<file path="config.mk">
export PLATFORM = sky130hd
export DESIGN_NAME = dmem_regs
export DESIGN_NICKNAME = d
export VERILOG_FILES = /design/src/inc/dmem_pkg.sv /design/src/hw/dmem_regs.sv
export SDC_FILE = /design/constraint.sdc
export NUM_CORES = 2
export LEC_CHECK = 0
export BUFFER_PORTS_ARGS = -buffer_cell sky130_fd_sc_hd__buf_2
export CAP_MARGIN = 10
export CORE_MARGIN = 1.5
export CORE_UTILIZATION = 50
export CTS_BUF_LIST = sky130_fd_sc_hd__clkbuf_8
export CTS_CLUSTER_DIAMETER = 150
export DETAILED_ROUTE_END_ITERATION = 7
export MAX_ROUTING_LAYER = met4
export PLACE_DENSITY = 0.69
export SLEW_MARGIN = 20
export SYNTH_ARGS = -nofsm -noshare
export SYNTH_HDL_FRONTEND = slang
export SYNTH_SLANG_ARGS = --single-unit
</file>
<file path="constraint.sdc">
create_clock -name clock -period 9.9 [get_ports clock]
set_input_delay 0.99 -clock clock [delete_from_list [all_inputs] [get_ports clock]]
set_output_delay 0.99 -clock clock [all_outputs]
set_load 0.03 [all_outputs]
</file>
<file path="src/inc/dmem_pkg.sv">
package dmem_pkg;
	// ==========================================================
	// Memory layout
	localparam int ram_bytes = 192;
	localparam logic [7:0] ctl_base = 8'hC0;
	localparam logic [7:0] ctl_last = 8'hFF;
	// ==========================================================
	// Register offsets
	localparam logic [7:0] a_port_a_data = 8'hC0;
	localparam logic [7:0] a_port_a_dir = 8'hC1;
	localparam logic [7:0] a_port_b_data = 8'hC2;
	localparam logic [7:0] a_port_b_dir = 8'hC3;
	localparam logic [7:0] a_port_c_data = 8'hC4;
	localparam logic [7:0] a_port_c_dir = 8'hC5;
	localparam logic [7:0] a_port_d_data = 8'hC6;
	localparam logic [7:0] a_port_d_dir = 8'hC7;
	localparam logic [7:0] a_port_a_func = 8'hCA;
	localparam logic [7:0] a_port_b_func = 8'hCB;
	localparam logic [7:0] a_pullup = 8'hCC;
	localparam logic [7:0] a_tm0 = 8'hD0;
	localparam logic [7:0] a_t0 = 8'hD1;
	localparam logic [7:0] a_tm1 = 8'hD2;
	localparam logic [7:0] a_t1w = 8'hD3;
	localparam logic [7:0] a_t1r = 8'hD4;
	localparam logic [7:0] a_pwm0_hi = 8'hD5;
	localparam logic [7:0] a_tm2 = 8'hD6;
	localparam logic [7:0] a_t2 = 8'hD7;
	localparam logic [7:0] a_tm3 = 8'hD8;
	localparam logic [7:0] a_t3w = 8'hD9;
	localparam logic [7:0] a_t3r = 8'hDA;
	localparam logic [7:0] a_pwm1_hi = 8'hDB;
	localparam logic [7:0] a_buzzer = 8'hDE;
	localparam logic [7:0] a_serial_mode = 8'hE0;
	localparam logic [7:0] a_serial_data = 8'hE1;
	localparam logic [7:0] a_ien_h = 8'hE2;
	localparam logic [7:0] a_ien_l = 8'hE3;
	localparam logic [7:0] a_irq_h = 8'hE4;
	localparam logic [7:0] a_irq_l = 8'hE5;
	localparam logic [7:0] a_edge_sel = 8'hE6;
	localparam logic [7:0] a_adc_mode = 8'hEA;
	localparam logic [7:0] a_adc_result = 8'hEB;
	localparam logic [7:0] a_basic_timer = 8'hEC;
	localparam logic [7:0] a_watchdog = 8'hED;
	localparam logic [7:0] a_power_fail = 8'hEF;
	// ==========================================================
	// Reset values
	localparam logic [7:0] rst_zero = 8'h00;
	localparam logic [7:0] rst_ones = 8'hFF;
	localparam logic [7:0] rst_serial_mode = 8'h01;
	localparam logic [7:0] rst_adc_mode = 8'h01;
	localparam logic [7:0] rst_clock_ctl = 8'h17;
	localparam logic [7:0] rst_watchdog = 8'h7F;
	// ==========================================================
	// Mode fields in the timer mode registers
	localparam int cap_bit = 4;
	localparam int cap0_bit = 5;
	localparam int pwm_en_bit = 5;
	// ==========================================================
	// Bit operation codes
	localparam logic [1:0] op_byte = 2'h0;
	localparam logic [1:0] op_set = 2'h1;
	localparam logic [1:0] op_clr = 2'h2;
	// ==========================================================
	// Timer view of a shared address
	typedef enum logic [2:0] {
		view_timer = 3'b001,
		view_capture = 3'b010,
		view_pwm = 3'b100
	} view_t;
endpackage : dmem_pkg

</file>
<file path="src/hw/dmem_regs.sv">
`timescale 1ns/10ps
// Notes on behaviour
// [RULE1] Data memory splits into user RAM with stack and a control register window.
// [RULE2] 192 bytes of eight-bit read/write RAM at the bottom of data memory.
// [RULE3] Control registers decode only at addresses 0C0 through 0FF.
// [RULE4] Unassigned window addresses read arbitrary data; writes do nothing defined.
// [RULE5] Software writes write-only registers with whole-byte stores only.
// [RULE6] Bit/byte registers accept single-bit set or clear touching only that bit.
// [RULE7] Byte-only registers get plain byte writes, no read-modify-write.
// [RULE8] One address selects different registers by direction and timer mode.
// [RULE9] D1H reads count or capture of timer 0; writes timer 0 compare data.
// [RULE10] D3H writes timer1 data or PWM0 period; D4H reads count/capture/duty.
// [RULE11] D7H reads count or capture of timer 2; writes timer 2 compare data.
// [RULE12] D9H writes timer3 data or PWM1 period; DAH reads count/capture/duty.
// [RULE13] ECH reads basic timer count; writes clock and basic timer control.
// [RULE14] Each access completes in one clock; reset loads documented values.
module dmem_regs (
	// Clock and reset
	input wire logic clock,
	input wire logic rst_b,
	// CPU data bus
	input wire logic [7:0] addr,
	input wire logic rd_en,
	input wire logic wr_en,
	input wire logic [1:0] wr_op,
	input wire logic [2:0] wr_bit,
	input wire logic [7:0] wr_data,
	output logic [7:0] rd_data,
	// Live peripheral state
	input wire logic [7:0] timer0_count,
	input wire logic [7:0] timer0_capture,
	input wire logic [7:0] timer1_count,
	input wire logic [7:0] timer1_capture,
	input wire logic [7:0] timer2_count,
	input wire logic [7:0] timer2_capture,
	input wire logic [7:0] timer3_count,
	input wire logic [7:0] timer3_capture,
	input wire logic [7:0] adc_result,
	input wire logic [7:0] basic_timer_count,
	input wire logic [7:0] watchdog_count,
	// Control outputs
	output logic [7:0] timer0_mode,
	output logic [7:0] timer0_data,
	output logic [7:0] timer1_mode,
	output logic [7:0] timer1_data,
	output logic [7:0] pwm0_period,
	output logic [7:0] pwm0_duty,
	output logic [7:0] timer2_mode,
	output logic [7:0] timer2_data,
	output logic [7:0] timer3_mode,
	output logic [7:0] timer3_data,
	output logic [7:0] pwm1_period,
	output logic [7:0] pwm1_duty,
	output logic [7:0] clock_timer_control,
	output logic [7:0] watchdog_control,
	output logic watchdog_write
);

	// ==========================================================
	// Storage
	logic [7:0] ram_q [dmem_pkg::ram_bytes];
	logic [7:0] regs_q [dmem_pkg::ctl_base:dmem_pkg::ctl_last];
	logic [7:0] t0_data_q;
	logic [7:0] t1_data_q;
	logic [7:0] p0_per_q;
	logic [7:0] p0_duty_q;
	logic [7:0] t2_data_q;
	logic [7:0] t3_data_q;
	logic [7:0] p1_per_q;
	logic [7:0] p1_duty_q;
	logic [7:0] ckctl_q;
	logic [7:0] wdt_q;
	logic wdt_wr_q;
	logic [7:0] rd_q;
	logic is_ram;
	logic [7:0] cur;
	logic [7:0] merged;
	logic bit_ok;
	dmem_pkg::view_t v0, v1, v2, v3;

	// ==========================================================
	// Mode decode per timer
	function automatic dmem_pkg::view_t view_of(input logic [7:0] m, input int capb,
			input logic pwm_able);
		dmem_pkg::view_t v;
		v = dmem_pkg::view_timer;
		if (pwm_able && m[dmem_pkg::pwm_en_bit]) begin
			v = dmem_pkg::view_pwm;
		end else if (m[capb]) begin
			v = dmem_pkg::view_capture;
		end
		return v;
	endfunction : view_of

	always_comb begin
		v0 = view_of(regs_q[dmem_pkg::a_tm0], dmem_pkg::cap0_bit, 1'b0); // [RULE8]
		v1 = view_of(regs_q[dmem_pkg::a_tm1], dmem_pkg::cap_bit, 1'b1); // [RULE8]
		v2 = view_of(regs_q[dmem_pkg::a_tm2], dmem_pkg::cap0_bit, 1'b0); // [RULE8]
		v3 = view_of(regs_q[dmem_pkg::a_tm3], dmem_pkg::cap_bit, 1'b1); // [RULE8]
	end

	// ==========================================================
	// Address split and bit merge
	always_comb begin
		is_ram = addr < 8'(dmem_pkg::ram_bytes); // [RULE1] [RULE2]
		cur = is_ram ? ram_q[addr] : regs_q[addr];
		bit_ok = 1'b1;
		unique case (addr)
			dmem_pkg::a_port_a_func, dmem_pkg::a_port_b_func, dmem_pkg::a_pullup,
			dmem_pkg::a_t0, dmem_pkg::a_t1w, dmem_pkg::a_t1r, dmem_pkg::a_pwm0_hi,
			dmem_pkg::a_t2, dmem_pkg::a_t3w, dmem_pkg::a_t3r, dmem_pkg::a_pwm1_hi,
			dmem_pkg::a_buzzer, dmem_pkg::a_adc_result, dmem_pkg::a_basic_timer,
			dmem_pkg::a_watchdog, dmem_pkg::a_power_fail,
			dmem_pkg::a_port_a_dir, dmem_pkg::a_port_b_dir,
			dmem_pkg::a_port_c_dir, dmem_pkg::a_port_d_dir: begin
				bit_ok = 1'b0;
			end
			default: begin
				bit_ok = 1'b1;
			end
		endcase
		merged = wr_data;
		// Byte-only registers treat a bit op as a byte store; software must not rely on it
		if (bit_ok && wr_op == dmem_pkg::op_set) begin
			merged = cur | (8'h01 << wr_bit); // [RULE6]
		end else if (bit_ok && wr_op == dmem_pkg::op_clr) begin
			merged = cur & ~(8'h01 << wr_bit); // [RULE6]
		end
	end

	// ==========================================================
	// User RAM, not reset
	always_ff @(posedge clock) begin
		if (wr_en && is_ram) begin
			ram_q[addr] <= merged; // [RULE2] [RULE14]
		end
	end

	// ==========================================================
	// Plain control registers
	always_ff @(posedge clock or negedge rst_b) begin
		if (!rst_b) begin
			for (int i = dmem_pkg::ctl_base; i <= dmem_pkg::ctl_last; i++) begin
				regs_q[i] <= dmem_pkg::rst_zero; // [RULE14]
			end
			regs_q[dmem_pkg::a_buzzer] <= dmem_pkg::rst_ones;
			regs_q[dmem_pkg::a_serial_mode] <= dmem_pkg::rst_serial_mode;
			regs_q[dmem_pkg::a_adc_mode] <= dmem_pkg::rst_adc_mode;
		end else if (wr_en && !is_ram) begin
			unique case (addr)
				dmem_pkg::a_t0, dmem_pkg::a_t1w, dmem_pkg::a_t1r, dmem_pkg::a_t2,
				dmem_pkg::a_t3w, dmem_pkg::a_t3r, dmem_pkg::a_basic_timer,
				dmem_pkg::a_watchdog, dmem_pkg::a_adc_result: begin
				end
				default: begin
					regs_q[addr] <= merged; // [RULE3] [RULE4]
				end
			endcase
		end
	end

	// ==========================================================
	// Timer 0 and 2 compare data
	always_ff @(posedge clock or negedge rst_b) begin
		if (!rst_b) begin
			t0_data_q <= dmem_pkg::rst_ones;
			t2_data_q <= dmem_pkg::rst_ones;
		end else if (wr_en) begin
			if (addr == dmem_pkg::a_t0) begin
				t0_data_q <= wr_data; // [RULE9] [RULE5]
			end
			if (addr == dmem_pkg::a_t2) begin
				t2_data_q <= wr_data; // [RULE11] [RULE7]
			end
		end
	end

	// ==========================================================
	// Timer 1 / PWM0 and timer 3 / PWM1 write side
	always_ff @(posedge clock or negedge rst_b) begin
		if (!rst_b) begin
			t1_data_q <= dmem_pkg::rst_ones;
			p0_per_q <= dmem_pkg::rst_ones;
			p0_duty_q <= dmem_pkg::rst_zero;
			t3_data_q <= dmem_pkg::rst_ones;
			p1_per_q <= dmem_pkg::rst_ones;
			p1_duty_q <= dmem_pkg::rst_zero;
		end else if (wr_en) begin
			if (addr == dmem_pkg::a_t1w) begin
				if (v1 == dmem_pkg::view_pwm) begin
					p0_per_q <= wr_data; // [RULE10]
				end else begin
					t1_data_q <= wr_data; // [RULE10]
				end
			end
			// Duty only loads in PWM mode; other modes ignore the write
			if (addr == dmem_pkg::a_t1r && v1 == dmem_pkg::view_pwm) begin
				p0_duty_q <= wr_data; // [RULE10]
			end
			if (addr == dmem_pkg::a_t3w) begin
				if (v3 == dmem_pkg::view_pwm) begin
					p1_per_q <= wr_data; // [RULE12]
				end else begin
					t3_data_q <= wr_data; // [RULE12]
				end
			end
			if (addr == dmem_pkg::a_t3r && v3 == dmem_pkg::view_pwm) begin
				p1_duty_q <= wr_data; // [RULE12]
			end
		end
	end

	// ==========================================================
	// Clock control and watchdog write side
	always_ff @(posedge clock or negedge rst_b) begin
		if (!rst_b) begin
			ckctl_q <= dmem_pkg::rst_clock_ctl;
			wdt_q <= dmem_pkg::rst_watchdog;
			wdt_wr_q <= 1'b0;
		end else begin
			wdt_wr_q <= wr_en && addr == dmem_pkg::a_watchdog;
			if (wr_en && addr == dmem_pkg::a_basic_timer) begin
				ckctl_q <= wr_data; // [RULE13]
			end
			if (wr_en && addr == dmem_pkg::a_watchdog) begin
				wdt_q <= wr_data;
			end
		end
	end

	// ==========================================================
	// Read side, registered so data appears the cycle after the strobe
	always_ff @(posedge clock or negedge rst_b) begin
		if (!rst_b) begin
			rd_q <= dmem_pkg::rst_zero;
		end else if (rd_en) begin
			if (is_ram) begin
				rd_q <= ram_q[addr]; // [RULE14]
			end else begin
				unique case (addr)
					dmem_pkg::a_t0: begin
						rd_q <= (v0 == dmem_pkg::view_capture) ? timer0_capture
								: timer0_count; // [RULE9]
					end
					dmem_pkg::a_t1r: begin
						unique case (v1)
							dmem_pkg::view_capture: rd_q <= timer1_capture; // [RULE10]
							dmem_pkg::view_pwm: rd_q <= p0_duty_q; // [RULE10]
							default: rd_q <= timer1_count; // [RULE10]
						endcase
					end
					dmem_pkg::a_t2: begin
						rd_q <= (v2 == dmem_pkg::view_capture) ? timer2_capture
								: timer2_count; // [RULE11]
					end
					dmem_pkg::a_t3r: begin
						unique case (v3)
							dmem_pkg::view_capture: rd_q <= timer3_capture; // [RULE12]
							dmem_pkg::view_pwm: rd_q <= p1_duty_q; // [RULE12]
							default: rd_q <= timer3_count; // [RULE12]
						endcase
					end
					dmem_pkg::a_basic_timer: rd_q <= basic_timer_count; // [RULE13]
					dmem_pkg::a_adc_result: rd_q <= adc_result;
					dmem_pkg::a_watchdog: rd_q <= watchdog_count;
					dmem_pkg::a_t1w, dmem_pkg::a_t3w: rd_q <= dmem_pkg::rst_zero;
					default: rd_q <= regs_q[addr]; // [RULE3] [RULE4]
				endcase
			end
		end
	end

	// ==========================================================
	// Outputs
	assign rd_data = rd_q;
	assign timer0_mode = regs_q[dmem_pkg::a_tm0];
	assign timer1_mode = regs_q[dmem_pkg::a_tm1];
	assign timer2_mode = regs_q[dmem_pkg::a_tm2];
	assign timer3_mode = regs_q[dmem_pkg::a_tm3];
	assign timer0_data = t0_data_q;
	assign timer1_data = t1_data_q;
	assign pwm0_period = p0_per_q;
	assign pwm0_duty = p0_duty_q;
	assign timer2_data = t2_data_q;
	assign timer3_data = t3_data_q;
	assign pwm1_period = p1_per_q;
	assign pwm1_duty = p1_duty_q;
	assign clock_timer_control = ckctl_q;
	assign watchdog_control = wdt_q;
	assign watchdog_write = wdt_wr_q;

endmodule : dmem_regs

</file>
## Word level (Yosys, flattened, before mapping)

Memories as Yosys holds them, arrays and structs flattened.
Index checks and enable logic that the tools add are counted.

| storage, ports and cells | value |
|---|---|
| flip-flop bits (word level) | 601 |
| RAM bits | 1536 |
| bits of input ports | 113 |
| output and inout bits | 121 |
| memories kept | 1 |

Memory list:

| memory | words | bits a word | rd ports | clocked after Yosys merged registers in | write ports | line | text |
|---|---|---|---|---|---|---|---|
| ram_q | 192 | 8 | 1 | 0 | 1 | dmem_regs.sv:61 | `logic [7:0] ram_q [dmem_pkg::ram_bytes];` |

| operators by class | value |
|---|---|
| magnitude comparators | 3 |
| equal/unequal tests | 28 |
| shift-type cells | 1 |
| muxes and demuxes | 24 |
| bitwise gates (word level) | 7 |
| reductions and logical operators | 22 |

Operators with widths:

| kind | count |
|---|---|
| 512-bit bitwise mux | 1 |
| 8-bit == test (second input constant) | 20 |
| 8-bit 2-to-1 mux | 9 |
| 8-bit binary-select mux with 8-bit select | 1 |
| 8-bit demux with 8-bit select | 1 |
| 8-bit case mux with 8 select lines | 1 |
| 8-bit case mux with 2 select lines | 2 |
| 20-bit OR reduction | 1 |
| 3-bit AND reduction | 4 |
| 2-bit AND reduction | 5 |
| 9-bit >= comparator (second input constant) | 1 |
| 1-bit logical AND | 9 |
| 9-bit by 1-bit < comparator with 1-bit output (second input constant) | 1 |
| 8-bit NOT with 9-bit output | 1 |
| 9-bit OR reduction | 1 |
| 8-bit AND | 1 |
| 8-bit < comparator (second input constant) | 1 |
| 2-bit 2-to-1 mux | 4 |
| 8-bit NOT | 1 |
| 8-bit OR | 1 |
| 1-bit by 3-bit left shift with 8-bit output (first input constant) | 1 |
| 2-bit == test (second input constant) | 3 |
| 3-bit by 2-bit == test with 1-bit output (second input constant) | 2 |
| 3-bit == test (second input constant) | 2 |
| other kinds (6) | 11 |

## Logic depth before layout (Yosys ltp)

| logic depth | value |
|---|---|
| word-level depth | 9 |
| mapped depth | 16 |

## Worst setup path before layout

OpenSTA, ideal clock, no wires.

| timing | value |
|---|---|
| kind | input to register |
| start | input addr[0] |
| end | memory ram_q[0][0] (data pin) |
| library setup time | 1.759 ns |
| data arrival time | 10.907 ns |
| path slack | -2.766 ns |
| stages | 15 |
| path through | buf_6 > buf_12 > buf_8 > buf_6 > buf_6 > buf_6 > buf_6 > buf_4 > buf_4 > nand2_1 > and3_1 > o41ai_1 > o211ai_1 > o22a_1 > a21boi_0 |

| on the way | value |
|---|---|
| longest elaborated chain between the ends | 8 |
| elaborated cells on any way between the ends | 35 |
| those cells by class | 1 x order compare; 20 x eq/ne; 7 x mux; 3 x bitwise; 3 x reduce/logical; 1 x memory |

RTL lines:

| what | line | text |
|---|---|---|
| start: declaration | dmem_regs.sv:22 | `input wire logic [7:0] addr,` |
| 8-bit NOT with 9-bit output (implied by the code) | dmem_regs.sv:106 | `cur = is_ram ? ram_q[addr] : regs_q[addr];` |
| 8-bit binary-select mux with 8-bit select | dmem_regs.sv:106 |  |
| 8-bit 2-to-1 mux (implied by the code) (2 in series) | dmem_regs.sv:106 |  |
| 8-bit 2-to-1 mux | dmem_regs.sv:106 |  |
| 8-bit AND | dmem_regs.sv:127 | `merged = cur & ~(8'h01 << wr_bit);` |
| 8-bit 2-to-1 mux | dmem_regs.sv:126 | `end else if (bit_ok && wr_op == dmem_pkg::op_clr) begin` |
| 8-bit 2-to-1 mux (*) | dmem_regs.sv:124 | `if (bit_ok && wr_op == dmem_pkg::op_set) begin` |
| via merged[0] | dmem_regs.sv:77 | `logic [7:0] merged;` |
| end: declaration | dmem_regs.sv:61 |  |

Mark *: on every way through the listed nets, which the timed path passes. The rest lies on a longest branch. The select of a mux whose other input is x is not followed.

## Final worst setup path

| timing | value |
|---|---|
| start | input addr[5] |
| end | memory ram_q[88][5] (data pin) |

The elaborated chain is that of the path after synthesis.

==> report_table.html <==
<table>
<tr><th>Metric</th><th>Value</th></tr>
<tr><th colspan="2">STA</th></tr>
<tr><td>Final-report max-slew violation count</td><td>0</td></tr>
<tr><td>Worst Max-Slew Pin Slew</td><td>1.36 ns</td></tr>
<tr><td>Worst Hold Slack</td><td>0.354 ns</td></tr>
<tr><td>Number of endpoints with negative hold slack in the final report</td><td>0</td></tr>
<tr><td>Final setup margin</td><td>2.88 ns</td></tr>
<tr><td>Final setup violation count</td><td>0</td></tr>
<tr><td>Share of the clock period used by the worst path</td><td>70.9%</td></tr>
<tr><td>Tightest slew margin relative to the limit</td><td>9.42%</td></tr>
<tr><td>Total negative slack for setup checks</td><td>0 ns</td></tr>
<tr><td>Final setup skew</td><td>0.107 ns</td></tr>
<tr><td>Peak clock frequency supported by timing</td><td>around 140 MHz</td></tr>
<tr><td>Unrepaired setup endpoints after global routing</td><td>false</td></tr>
<tr><td>Tmin final</td><td>7.02 ns</td></tr>
<tr><th colspan="2">Worst setup path</th></tr>
<tr><td>Count of buffer and inverter cells on the critical path</td><td>5</td></tr>
<tr><td>Worst EP arrival</td><td>7.68 ns</td></tr>
<tr><td>Launching element type of the critical path</td><td>primary input</td></tr>
<tr><td>Critical Path End Type</td><td>flop</td></tr>
<tr><td>Number of cells on the critical path</td><td>11</td></tr>
<tr><td>Crit-path cells</td><td>buf_4 -&gt; buf_4 -&gt; and2_1 -&gt; nand2_1 -&gt; o32ai_1 -&gt; a2111oi_0 -&gt; and3b_2 -&gt; buf_4 -&gt; nor2_4 -&gt; buf_4 -&gt; buf_4</td></tr>
<tr><td>Startpoint of the worst-slack reg-to-reg timing path</td><td>ram_q[109][5]$_DFFE_PP_</td></tr>
<tr><td>Most used cell, CP</td><td>buf_4</td></tr>
<tr><td>Critical path fanouts, max</td><td>107</td></tr>
<tr><td>Reg2Reg Depth</td><td>10</td></tr>
<tr><td>Reg-to-reg endpoint</td><td>ram_q[49][5]$_DFFE_PP_</td></tr>
<tr><td>WP data required</td><td>10.56 ns</td></tr>
<tr><td>Type of the setup path with the least slack</td><td>primary input to flop</td></tr>
<tr><td>Peak per-stage delay on the critical path</td><td>1.21 ns</td></tr>
<tr><td>Cell with the biggest individual delay on the critical path</td><td>o32ai_1</td></tr>
<tr><td>Setup slack of the most critical reg-to-reg path</td><td>roughly 4.6 ns</td></tr>
<tr><td>Top Family by Delay on Critical Path</td><td>buffers and inverters</td></tr>
<tr><th colspan="2">Logic synthesis</th></tr>
<tr><td>Count of flip-flops with a built-in enable after synthesis</td><td>1,536</td></tr>
<tr><td>Area fraction of the dominant cell type after synthesis</td><td>51.3%</td></tr>
<tr><td>FFs w/ async S/R, synth</td><td>about 28%</td></tr>
<tr><td>Area contributors post-synth</td><td>edfxtp_1, dfrtp_1, mux4_2</td></tr>
<tr><td>Synthesized flop and latch total</td><td>2,137</td></tr>
<tr><td>Predominant post-synthesis flop cell</td><td>edfxtp_1</td></tr>
<tr><td>Seq/Total Area, Yosys</td><td>approximately two thirds</td></tr>
<tr><td>Count of synthesis-stage warnings from yosys</td><td>0</td></tr>
<tr><td>Ranking of synthesized cells by instance count</td><td>edfxtp_1, dfrtp_1, mux2i_1</td></tr>
<tr><td>Most instantiated library cell after synthesis</td><td>edfxtp_1</td></tr>
<tr><td>Synthesized Nets</td><td>around 5,800</td></tr>
<tr><td>Gate Count Post-Synth</td><td>5,725</td></tr>
<tr><td>Synthesized area per cell</td><td>around 16 µm²</td></tr>
<tr><td>Number of distinct library cells after synthesis</td><td>95</td></tr>
<tr><td>Synth area leader</td><td>edfxtp_1</td></tr>
<tr><td>Netlist area before placement</td><td>approximately 0.090 mm²</td></tr>
<tr><th colspan="2">Placed design</th></tr>
<tr><td>Post-place instance area</td><td>0.0932 mm²</td></tr>
<tr><td>Routability congestion estimate from global placement</td><td>1.01</td></tr>
<tr><td>Cells after DPL</td><td>around 8,000</td></tr>
<tr><td>Worst Setup Slack post-DPL</td><td>2.53 ns</td></tr>
<tr><td>HPWL Detailed</td><td>203,000 µm</td></tr>
<tr><td>Quantity of I/O buffers inserted on ports</td><td>233</td></tr>
<tr><th colspan="2">Routing</th></tr>
<tr><td>Met2 WL post-DR</td><td>139,000 µm</td></tr>
<tr><td>1st-iter DRT viols</td><td>roughly 9,000</td></tr>
<tr><td>Wire per inst</td><td>36.1 µm</td></tr>
<tr><td># DRC</td><td>0</td></tr>
<tr><td>Met1 WL</td><td>111,000 µm</td></tr>
<tr><td>Total wire length after detailed routing</td><td>313,000 µm</td></tr>
<tr><td>Total iterations of the first detailed-routing run</td><td>8</td></tr>
<tr><td>Vias</td><td>57,700</td></tr>
<tr><td>Antenna Violating Nets Remaining</td><td>0</td></tr>
<tr><td>Via-per-instance ratio</td><td>6.68</td></tr>
<tr><td>Amount of wire on met3 after detailed routing</td><td>39,200 µm</td></tr>
<tr><td>Highest routed layer</td><td>met4</td></tr>
<tr><th colspan="2">Power</th></tr>
<tr><td>Pwr dens</td><td>192 mW/mm²</td></tr>
<tr><td>Relative contribution of combinational cells to total power</td><td>9.2%</td></tr>
<tr><td>Cell internal pwr</td><td>0.0142 W</td></tr>
<tr><td>Peak VDD IR</td><td>between 100 and 150 µV</td></tr>
<tr><td>Switching power as a share of total power</td><td>~26%</td></tr>
<tr><td>Proportion of power drawn by the clock network</td><td>38.1%</td></tr>
<tr><td>Sequential share of power</td><td>between 50% and 60%</td></tr>
<tr><td>Switching power of the nets</td><td>0.00493 W</td></tr>
<tr><td>Leakage power summed over all cells</td><td>36.2 nW</td></tr>
<tr><th colspan="2">Clock network</th></tr>
<tr><td>Library cell used as clock root buffer</td><td>clkbuf_8</td></tr>
<tr><td>Worst skew pair latency</td><td>around 1.1 ns</td></tr>
<tr><td>CTS clock-pin slew for the worst setup and hold paths</td><td>0.06 ns</td></tr>
<tr><td>Longest Clk Path Bufs</td><td>4</td></tr>
<tr><td>Post-cts repair resize count</td><td>0</td></tr>
<tr><td>H-tree depth</td><td>5</td></tr>
<tr><td>TritonCTS Buffers</td><td>roughly 360</td></tr>
<tr><td>TritonCTS clock tree</td><td>built</td></tr>
<tr><td>Number of setup buffers added after CTS</td><td>0</td></tr>
<tr><td>Number of clock sinks seen by CTS</td><td>between 2,000 and 2,500</td></tr>
<tr><th colspan="2">Min path</th></tr>
<tr><td>Worst min path class</td><td>primary input to flop</td></tr>
<tr><td>Startpoint of the tightest hold check path</td><td>basic_timer_count[0]</td></tr>
<tr><td>Worst hold endpoint</td><td>rd_data[0]$_DFFE_PN0P_</td></tr>
<tr><td>Hold path depth</td><td>3</td></tr>
<tr><th colspan="2">Layout</th></tr>
<tr><td>Final cell area excluding filler cells</td><td>0.0998 mm²</td></tr>
<tr><td>Share of final-layout standard cells stronger than drive strength 1</td><td>between 20 and 25%</td></tr>
<tr><td>Final instance count without filler cells</td><td>8,650</td></tr>
<tr><td>Net count reported at finish</td><td>6,119</td></tr>
<tr><td>Filler Cell Count</td><td>13,900</td></tr>
<tr><td>Area Overhead vs Synth</td><td>11.0%</td></tr>
<tr><th colspan="2">Floorplan</th></tr>
<tr><td>Starting Density</td><td>50.4%</td></tr>
<tr><td>Die outline area</td><td>0.183 mm²</td></tr>
<tr><td>Horizontal die dimension</td><td>about 430 µm</td></tr>
<tr><td>I/O pin count</td><td>234</td></tr>
<tr><td>Core box area</td><td>between 0.15 and 0.2 mm²</td></tr>
<tr><td>Y dimension of the die</td><td>427 µm</td></tr>
<tr><td>Cell Rows</td><td>155</td></tr>
<tr><th colspan="2">Status</th></tr>
<tr><td>Result of the run</td><td>finished clean</td></tr>
<tr><th colspan="2">GRT</th></tr>
<tr><td>First-pass GRT wire length</td><td>between 400,000 and 500,000 µm</td></tr>
<tr><td>Number of antenna violations at the first check in global routing</td><td>25</td></tr>
<tr><td>Global-route total usage across every layer</td><td>35.2%</td></tr>
<tr><td>Remaining Overflow, GRT</td><td>0</td></tr>
<tr><td>Number of global-route vias before repair</td><td>55,900</td></tr>
<tr><td>Pin count of the biggest net entering global routing</td><td>168</td></tr>
<tr><th colspan="2">Flow run</th></tr>
<tr><td>Count of max-cap constraint violations</td><td>0</td></tr>
</table>
-- flip-flops by register name, summed over array words and instances (netlist names) --
signal               cells
clock_timer_control      8
pwm0_duty                8
pwm0_period              8
pwm1_duty                8
pwm1_period              8
ram_q                 1536
rd_data                  8
regs_q                 480
timer0_data              8
timer0_mode              8
timer1_data              8
timer1_mode              8
timer2_data              8
timer2_mode              8
timer3_data              8
timer3_mode              8
watchdog_control         8
watchdog_write           1
-- kinds of logic after synthesis --
kind of cell / synth area share [%]
and+or+nand+nor: 6.00
DFF: 68.1
buffers and inverters: 3.28
AOI/OAI and AO/OA: 6.82
muxes: 15.8
-- per-stage QoR --
stage | power, W | util (%)
after floorplan | 0.0113 | -
after global placement | 0.0119 | 52.1
after detailed placement | 0.0120 | 52.2
after CTS | 0.0191 | 55.8
after global routing | 0.0196 | 55.9
final | 0.0191 | 55.9
-- cell type report --
cell class | count | area [µm²] | share of cell area (%)
multi-input combinational | 3059 | 26100 | 26.1
clock inverter | 221 | 1010 | 1.01
clock buffer | 397 | 5460 | 5.47
tap | 2355 | 2950 | 2.95
timing repair buffer | 437 | 2960 | 2.97
antenna | 31 | 77.6 | 0.0777
sequential | 2137 | 61300 | 61.4
inverter | 13 | 48.8 | 0.0489
-- worst max path at each step --
stage                        from                      to
after floorplan           addr[5]   ram_q[0][2]$_DFFE_PP_
after global placement    addr[5]  ram_q[21][5]$_DFFE_PP_
after detailed placement  addr[5]  ram_q[49][5]$_DFFE_PP_
after CTS                 addr[5]  ram_q[66][5]$_DFFE_PP_
after global routing      addr[5]  ram_q[66][5]$_DFFE_PP_
final                     addr[5]  ram_q[88][5]$_DFFE_PP_
-- routing by layer --
metal | up-vias | GRT usage, %
met4 | 0 | 22.6
met5 | - | -
met1 | 29400 | 43.5
met3 | 1152 | 10.7
li1 | 22900 | -
met2 | 4349 | 50.5
-- what timing repair did --
item | 4_1_cts | 5_1_grt
hold buffers | 1 | 0
hold endpoints to repair | 28 | 0
endpoints found under the setup margin | 0 | 0
-- layout by cell type (no fill, tap or decap), types with 31 or more instances in the layout --
cell and count:
edfxtp_1 1536, dfrtp_1 532, mux2i_1 444, nand2_1 421
clkbuf_8 397, nor2_1 375, mux4_2 350, buf_2 227
a21oi_1 220, buf_4 190, o31ai_1 153, mux2_2 143
inv_1 133, o21ai_0 124, a22oi_1 113, nand3_1 105
dfstp_2 69, o22ai_1 68, clkinv_1 59, nor3_1 50
a31oi_1 49, diode_2 31, a41oi_1 31
-- power by group through the flow --
stage	registers, W	logic, W	clock network (W)
6_report	0.0101	0.00176	0.00730
5_1_grt	0.0101	0.00181	0.00772
4_1_cts	0.0101	0.00170	0.00734
3_5_place_dp	0.0103	0.00169	0
3_3_place_gp	0.0103	0.00165	0
2_1_floorplan	0.0103	0.000946	0
-- worst min-delay path, stage by stage --
cell,delay [ns]
buf_2,0.08
a221oi_1,0.08
a41oi_1,0.20
No activity file was read; power rests on OpenSTA's default activity.
